**src/rtl/fes_pkg.sv**
```systemverilog
package fes_pkg;

   localparam int unsigned EXC_N       = 6;
   localparam int unsigned BIT_INVALID = 0;
   localparam int unsigned BIT_DENORM  = 1;
   localparam int unsigned BIT_ZDIV    = 2;
   localparam int unsigned BIT_OVER    = 3;
   localparam int unsigned BIT_UNDER   = 4;
   localparam int unsigned BIT_PREC    = 5;
   localparam int unsigned BIT_STACK   = 6;
   localparam int unsigned BIT_SUMMARY = 7;
   localparam int unsigned BIT_NESEL   = 0;

   localparam logic [11:0] OFS_STATUS  = 12'h000;
   localparam logic [11:0] OFS_CONTROL = 12'h004;
   localparam logic [11:0] OFS_SYSCTL  = 12'h008;
   localparam logic [11:0] OFS_OPPTR   = 12'h00c;
   localparam logic [11:0] OFS_STATE   = 12'h010;

   localparam logic [7:0]  STATUS_RST  = 8'h00;
   localparam logic [5:0]  CONTROL_RST = 6'h3f;
   localparam logic        SYSCTL_RST  = 1'b0;
   localparam logic [31:0] OPPTR_RST   = 32'h0000_0000;
   localparam logic [7:0]  FAULT_VEC   = 8'h10;

   typedef enum logic [2:0] {
      FES_K_OTHER,
      FES_K_WAIT_FP,
      FES_K_WAIT,
      FES_K_PACKED_INT,
      FES_K_NOWAIT
   } fes_kind_e;

   function automatic logic fes_is_waiting(input fes_kind_e kind);
      return (kind == FES_K_WAIT_FP) || (kind == FES_K_WAIT) || (kind == FES_K_PACKED_INT);
   endfunction

endpackage

```
**src/rtl/fes_unit.sv**
```systemverilog
// Notes on behaviour
// - Detect invalid (stack or arith), zero divide, denormal, overflow, underflow, inexact.
// - Each class has a status flag bit and a control mask bit.
// - Status summary bit shows that some exception was detected.
// - Stack fault bit marks invalid ops caused by stack over/underflow.
// - Flags are set first, then default handling or handler request.
// - Masked exception sets its flag, no fault, execution continues.
// - Flags are sticky until software clears them.
// - One instruction may set several flags while masked.
// - Non-arithmetic instructions never raise operand exceptions.
// - Non-arithmetic instructions may still raise a stack fault.
// - Only exceptions with cleared mask may invoke the handler.
// - Native mode when numeric error select is 1.
// - Native unmasked exception faults vector 16 before next waiting instruction.
// - Non-waiting instructions run normally with a pending exception.
// - Signaling NaN with invalid unmasked leads to the handler.
// - Faulting operand address is captured in the exception pointer.
// - Select 0 uses error pin and honours ignore-error pin.
// - Invalid flag is status bit 0, mask is control bit 0.
// - Stack over/underflow sets invalid flag and stack fault bit 6.
module fes_unit (
   input  wire logic              sys_clk,
   input  wire logic              rst,
   input  wire logic       [11:0] paddr,
   input  wire logic              psel,
   input  wire logic              penable,
   input  wire logic              pwrite,
   input  wire logic       [31:0] pwdata,
   output logic            [31:0] prdata,
   output logic                   pready,
   output logic                   pslverr,
   input  wire logic              issue_valid,
   input  wire fes_pkg::fes_kind_e issue_kind,
   input  wire logic              exc_valid,
   input  wire logic              exc_arith,
   input  wire logic        [5:0] exc_detect,
   input  wire logic              exc_stack,
   input  wire logic              exc_signaling_nan,
   input  wire logic       [31:0] exc_operand_addr,
   input  wire logic              ignore_error_pin,
   output logic                   issue_grant,
   output logic                   fault_req,
   output logic             [7:0] fault_vector,
   output logic                   error_output_pin
);
   typedef struct packed {
      logic [7:0]  status;
      logic [5:0]  masks;
      logic        nesel;
      logic [31:0] opptr;
      logic        pending;
      logic        grant;
      logic        fault;
      logic [7:0]  vector;
      logic        err_pin;
      logic        pready;
      logic        pslverr;
      logic [31:0] prdata;
   } fes_state_s;

   fes_state_s q;
   fes_state_s next_q;
   logic [7:0] cls_flags;
   logic       ign_sync;
   logic [7:0] clr;
   logic       access;
   logic       new_unmasked;

   fes_sync u_ign_sync (
      .sys_clk (sys_clk),
      .rst     (rst),
      .din     (ignore_error_pin),
      .dout    (ign_sync)
   );

   fes_classify u_classify (
      .exc_valid  (exc_valid),
      .exc_arith  (exc_arith),
      .exc_detect (exc_detect),
      .exc_stack  (exc_stack),
      .exc_signaling_nan   (exc_signaling_nan),
      .flags      (cls_flags)
   );

   always_comb begin
      next_q         = q;
      next_q.grant   = 1'b0;
      next_q.fault   = 1'b0;
      next_q.pready  = 1'b0;
      next_q.pslverr = 1'b0;
      clr            = 8'h00;
      // One wait state keeps pready a flop output
      access         = psel && penable && !q.pready;
      if (access) begin
         next_q.pready = 1'b1;
         next_q.prdata = 32'h0000_0000;
         case (paddr)
            fes_pkg::OFS_STATUS: begin
               if (pwrite) begin
                  clr = pwdata[7:0];
               end else begin
                  next_q.prdata = {24'h000000, q.status};
               end
            end
            fes_pkg::OFS_CONTROL: begin
               if (pwrite) begin
                  next_q.masks = pwdata[5:0];
               end else begin
                  next_q.prdata = {26'h0000000, q.masks};
               end
            end
            fes_pkg::OFS_SYSCTL: begin
               if (pwrite) begin
                  next_q.nesel = pwdata[fes_pkg::BIT_NESEL];
               end else begin
                  next_q.prdata = {31'h0, q.nesel};
               end
            end
            fes_pkg::OFS_OPPTR: begin
               if (!pwrite) begin
                  next_q.prdata = q.opptr;
               end
            end
            fes_pkg::OFS_STATE: begin
               if (!pwrite) begin
                  next_q.prdata = {30'h0, q.err_pin, q.pending};
               end
            end
            default: begin
               next_q.pslverr = 1'b1;
            end
         endcase
      end

      // flags first; set wins over clear
      // stack bit never cleared by hardware
      next_q.status = (q.status & ~clr) | cls_flags;

      // masked classes end at the flag
      new_unmasked   = |(cls_flags[5:0] & ~q.masks);
      next_q.pending = new_unmasked || (q.pending && |(next_q.status[5:0] & ~q.masks));

      if (|cls_flags[5:0]) begin
         next_q.opptr = exc_operand_addr;
      end

      if (issue_valid) begin
         if (q.nesel && q.pending && fes_pkg::fes_is_waiting(issue_kind)) begin
            next_q.fault  = 1'b1;
            next_q.vector = fes_pkg::FAULT_VEC;
         end else begin
            next_q.grant = 1'b1;
         end
      end

      next_q.err_pin = !q.nesel && next_q.pending && !ign_sync;
   end

   always_ff @(posedge sys_clk or posedge rst) begin
      if (rst) begin
         q.status  <= fes_pkg::STATUS_RST;
         q.masks   <= fes_pkg::CONTROL_RST;
         q.nesel   <= fes_pkg::SYSCTL_RST;
         q.opptr   <= fes_pkg::OPPTR_RST;
         q.pending <= 1'b0;
         q.grant   <= 1'b0;
         q.fault   <= 1'b0;
         q.vector  <= 8'h00;
         q.err_pin <= 1'b0;
         q.pready  <= 1'b0;
         q.pslverr <= 1'b0;
         q.prdata  <= 32'h0000_0000;
      end else begin
         q <= next_q;
      end
   end

   assign prdata           = q.prdata;
   assign pready           = q.pready;
   assign pslverr          = q.pslverr;
   assign issue_grant      = q.grant;
   assign fault_req        = q.fault;
   assign fault_vector     = q.vector;
   assign error_output_pin = q.err_pin;

   logic status_wr;
   assign status_wr = access && pwrite && (paddr == fes_pkg::OFS_STATUS);
endmodule

```
**src/rtl/fes_sync.sv**
```systemverilog
module fes_sync (
   input  wire logic sys_clk,
   input  wire logic rst,
   input  wire logic din,
   output logic      dout
);
   typedef struct packed {
      logic meta;
      logic stable;
   } fes_sync_s;

   fes_sync_s q;
   fes_sync_s next_q;

   always_comb begin
      next_q.meta   = din;
      next_q.stable = q.meta;
   end

   always_ff @(posedge sys_clk or posedge rst) begin
      if (rst) begin
         q <= '0;
      end else begin
         q <= next_q;
      end
   end

   assign dout = q.stable;
endmodule

```
**src/rtl/fes_classify.sv**
```systemverilog
module fes_classify (
   input  wire logic       exc_valid,
   input  wire logic       exc_arith,
   input  wire logic [5:0] exc_detect,
   input  wire logic       exc_stack,
   input  wire logic       exc_signaling_nan,
   output logic      [7:0] flags
);
   logic [5:0] operand;

   always_comb begin
      operand = exc_arith ? exc_detect : 6'h00;
      // signaling NaN is an invalid operand
      if (exc_arith && exc_signaling_nan) begin
         operand[fes_pkg::BIT_INVALID] = 1'b1;
      end
      // stack error sets invalid and stack flags
      if (exc_stack) begin
         operand[fes_pkg::BIT_INVALID] = 1'b1;
      end
      flags                       = 8'h00;
      flags[5:0]                  = exc_valid ? operand : 6'h00;
      flags[fes_pkg::BIT_STACK]   = exc_valid && exc_stack;
      flags[fes_pkg::BIT_SUMMARY] = |flags[5:0];
   end
endmodule

```
**config.mk**
```make
export PLATFORM = sky130hd
export DESIGN_NAME = fes_unit
export DESIGN_NICKNAME = d
export VERILOG_FILES = /design/src/rtl/fes_pkg.sv /design/src/rtl/fes_unit.sv /design/src/rtl/fes_sync.sv /design/src/rtl/fes_classify.sv
export SDC_FILE = /design/constraint.sdc
export NUM_CORES = 1
export LEC_CHECK = 0
export BUFFER_PORTS_ARGS = -buffer_cell sky130_fd_sc_hd__buf_2
export CAP_MARGIN = 30
export CELL_PAD_IN_SITES_DETAIL_PLACEMENT = 1
export CELL_PAD_IN_SITES_GLOBAL_PLACEMENT = 1
export CORE_MARGIN = 5
export CORE_UTILIZATION = 27
export DETAILED_ROUTE_END_ITERATION = 8
export GPL_TIMING_DRIVEN = 0
export PLACE_DENSITY = 0.59
export SYNTH_ARGS = -nofsm -noshare
export SYNTH_HDL_FRONTEND = slang
export SYNTH_SLANG_ARGS = --single-unit
export TNS_END_PERCENT = 20
```
**constraint.sdc**
```tcl
create_clock -name sys_clk -period 7 [get_ports sys_clk]
set_input_delay 0.7 -clock sys_clk [delete_from_list [all_inputs] [get_ports sys_clk]]
set_output_delay 0.7 -clock sys_clk [all_outputs]
set_load 0.05 [all_outputs]
```
==> impl_metrics.toml <==
[outcome]
status = "finished, final reports clean"

[routing]
finalWirelength_microns = 10300
vias_per_cell = 4.47
vias = 2886
avg_wl_per_cell_microns = 16.0
postRouteAntennaNets = 0
drt_pre_antenna_iters = 4
first_iter_violations = 58
number_of_drc_violations_after_detailed_routing = 0

[floorplan]
coreArea_sq_mm = 0.0146
start_util_pct = 27.6
placementRows = 44
io_pins = 141
fp.dieArea_sq_mm = 0.0175
die_x_microns = 132
vertical_extent_of_the_die_microns = 132

[global_routing]
met1_usage_pct = 14.9
grt_pass1_wl_microns = 16800
groute.usage.overall_pct = 12.0
maximum_number_of_pins_on_one_net_before_global_route_repair = 48
grt.overflow.total = 0
busiest_layer = "met2"
grt_util_met2_pct = 19.8
number_of_antenna_violations_at_the_first_check_in_global_routing = 0
grt_pass1_vias = 3213
grt_util_met3_pct = 5.00

[clock_network]
worst_skew_pair.late_latency_ns = 0.34
cts.path.max_buffers = 2
postCtsHoldBufs = 0
worst_setup_hold_path_clk_slew_ns = 0.06
htreeDepth = 3
cts_tree = "done"
cts.root.buffer_cell = "sky130_fd_sc_hd__clkbuf_16"
number_of_buffers_inserted_during_clock_tree_synthesis = 9
numClockSinks = 88
post-cts-setup-buffer-count = 0
post_cts_resized = 0

[pwr]
cellLeakagePower_nw = 2.60
power.ir.vdd_worst_mv = 0.100
total_power_mw = 1.22
power.density_mw_per_mm2 = 235

[synthesis]
synth.avg_cell_area_sq_um = 12.2
synth.cell_area_sq_mm = 0.00403
synth-main-ff-cell = "sky130_fd_sc_hd__dfrtp_1"
ys_seq_elements = 88
yosys.cell_types.count = 45
synth_warnings = 0
post_synth_inst_count = 331
synth_edf_count = 0
synthDominantCellAreaShare_pct = 50.9
synth_most_common_cell = "sky130_fd_sc_hd__dfrtp_1"
synth.top_cells.by_area = "sky130_fd_sc_hd__dfrtp_1 51%, sky130_fd_sc_hd__mux2_2 10%, sky130_fd_sc_hd__buf_4 7.5%"
async_flop_share_pct = 100
post_synth_most_frequent_cells = "82 x sky130_fd_sc_hd__dfrtp_1, 40 x sky130_fd_sc_hd__buf_4, 37 x sky130_fd_sc_hd__mux2_2"
synth_top_cell_by_area = "sky130_fd_sc_hd__dfrtp_1"
synth_seq_area_share_pct = 54.8

[timing]
finalWorstPathRequiredPeriod_ns = 2.54
final.setup_skew_ns = 0.00803
rsz0062_at_grt = "false"
final-setup-viol-count = 0
maxSlewViolCount = 0
final.setup.tns_ns = 0
slew-limit-headroom_pct = 48.9
finalCritPeriodShare_pct = 36.2
maxClockFrequency_ghz = 0.394
timing_hold_violations_final = 0
max_slew.worst_pin.slew_ns = 0.760

[setup_path]
required_ns = 7.20
r2r_cells = 7
worst_setup_path_end_kind = "flip-flop"
worstSetupStartpointType = "input port"
worst_setup_path_category = "input port to flip-flop"
critical_path.max_fanout = 9
cp.arrival_ns = 2.74

[flow_run]
drv.max_cap_violation_count = 0

[cells_and_area]
area.growth.synth_to_final_pct = 28.8
nets = 553
final_layout_size_suffix_gt1_share_pct = 48.4
num_antenna_cells = 0
fin_area_sq_mm = 0.00519

[hold_path]
hold_crit_depth = 0
hp-class = "flip-flop to flip-flop"

[placed_design]
port-buffer-count = 108
placedInstanceArea_sq_mm = 0.00485
gp_congestion = 0.747
place.detailed.hpwl_microns = 7900
## metal layers
metal / share of wire [%] / vias up
li1: - / 1368
met1: 44 / 1431
met2: 49 / 78
met3: 6.6 / 9
met4: 0.79 / 0
met5: 0 / -
## worst max-delay path, cell delays in order
cell and delay, ns:
sky130_fd_sc_hd__buf_2 0.11, sky130_fd_sc_hd__nor4_4 0.33, sky130_fd_sc_hd__nand2_2 0.11, sky130_fd_sc_hd__nor4_4 0.69, sky130_fd_sc_hd__a31oi_4 0.20, sky130_fd_sc_hd__a2111oi_4 0.45, sky130_fd_sc_hd__a2111oi_1 0.15
## area by class of cell
class                      count  area [sq um]
tap                          184           230
clock inverter                 3          90.1
sequential                    88          2210
buffer                        55           384
multi-input combinational    186          1430
clock buffer                  12           246
timing repair buffer         109           568
inverter                       8          32.5
fill                        1605          9400
## report_power, final
part | leakage, nW | switching (mW) | internal, mW | total (mW)
Combinational | 1.36 | 0.0680 | 0.0545 | 0.122
Clock | 0.163 | 0.188 | 0.357 | 0.544
Sequential | 1.08 | 0.0139 | 0.537 | 0.551
Total | 2.60 | 0.270 | 0.948 | 1.22
## stage by stage
step	util, %	hold WS, ns	setup slack, ns	std cells
after floorplan	-	0.331	4.03	337
after global placement	33.1	0.333	2.81	629
after detailed placement	33.3	0.336	4.11	630
after CTS	35.6	0.351	4.45	645
after global routing	35.6	0.355	4.34	645
final	35.6	0.348	4.46	645
## sequential cells by signal, indices dropped and copies added (netlist names)
register,flops
issue_grant,1
fault_vector,1
u_ign_sync.dout,1
q,48
u_ign_sync.next_q,1
pslverr,1
prdata,32
error_output_pin,1
pready,1
fault_req,1
## worst paths after layout
check,start,endpoint,slack (ns)
worst min register to register,u_ign_sync.next_q[0]$_DFF_PP0_,u_ign_sync.dout$_DFF_PP0_,0.35
worst max-delay path,paddr[9],error_output_pin$_DFF_PP0_,4.46
min in group asynchronous,rst,prdata[13]$_DFFE_PP0P_,0.41
worst min-delay path,u_ign_sync.next_q[0]$_DFF_PP0_,u_ign_sync.dout$_DFF_PP0_,0.35
max in group asynchronous,rst,q[79]$_DFFE_PP1P_,5.90
worst max register to register,pready$_DFF_PP0_,error_output_pin$_DFF_PP0_,4.57
## kinds of logic after synthesis
group                  share of synthesized area (%)
DFF                                             54.8
AOI/OAI and AO/OA                               13.3
and+or+nand+nor                                 9.34
buffers and inverters                           10.3
muxes                                           12.1
other                                         0.0930
## cells in the final DEF, fill, tap and decap left out, drive strengths merged
cell           Yosys  routed
nor2b              5       5
conb               1       7
o2111ai            1       1
a2bb2oi            1       1
and2               3       3
buf               48     157
a31oi              6       6
mux2i              5       5
dfstp              6       6
mux2              37      37
o22ai              1       1
a221o              1       1
nand3              1       1
a22oi              2       2
nand2b             2       2
mux4               1       1
dfrtp             82      82
a22o              29      29
nand2             24      24
or4                2       2
nor3               4       4
nor2              18      18
and3b              1       1
or3                1       1
or2                2       2
bufinv             0       3
o41ai              2       2
a2111oi            3       3
clkdlybuf4s15      1       1
nor4               2       2
inv                8       8
clkbuf             6      18
o21ai             12      12
a21o               1       1
a21oi             10      10
nand3b             2       2
Note: power is estimated with default switching activity, not from simulation.
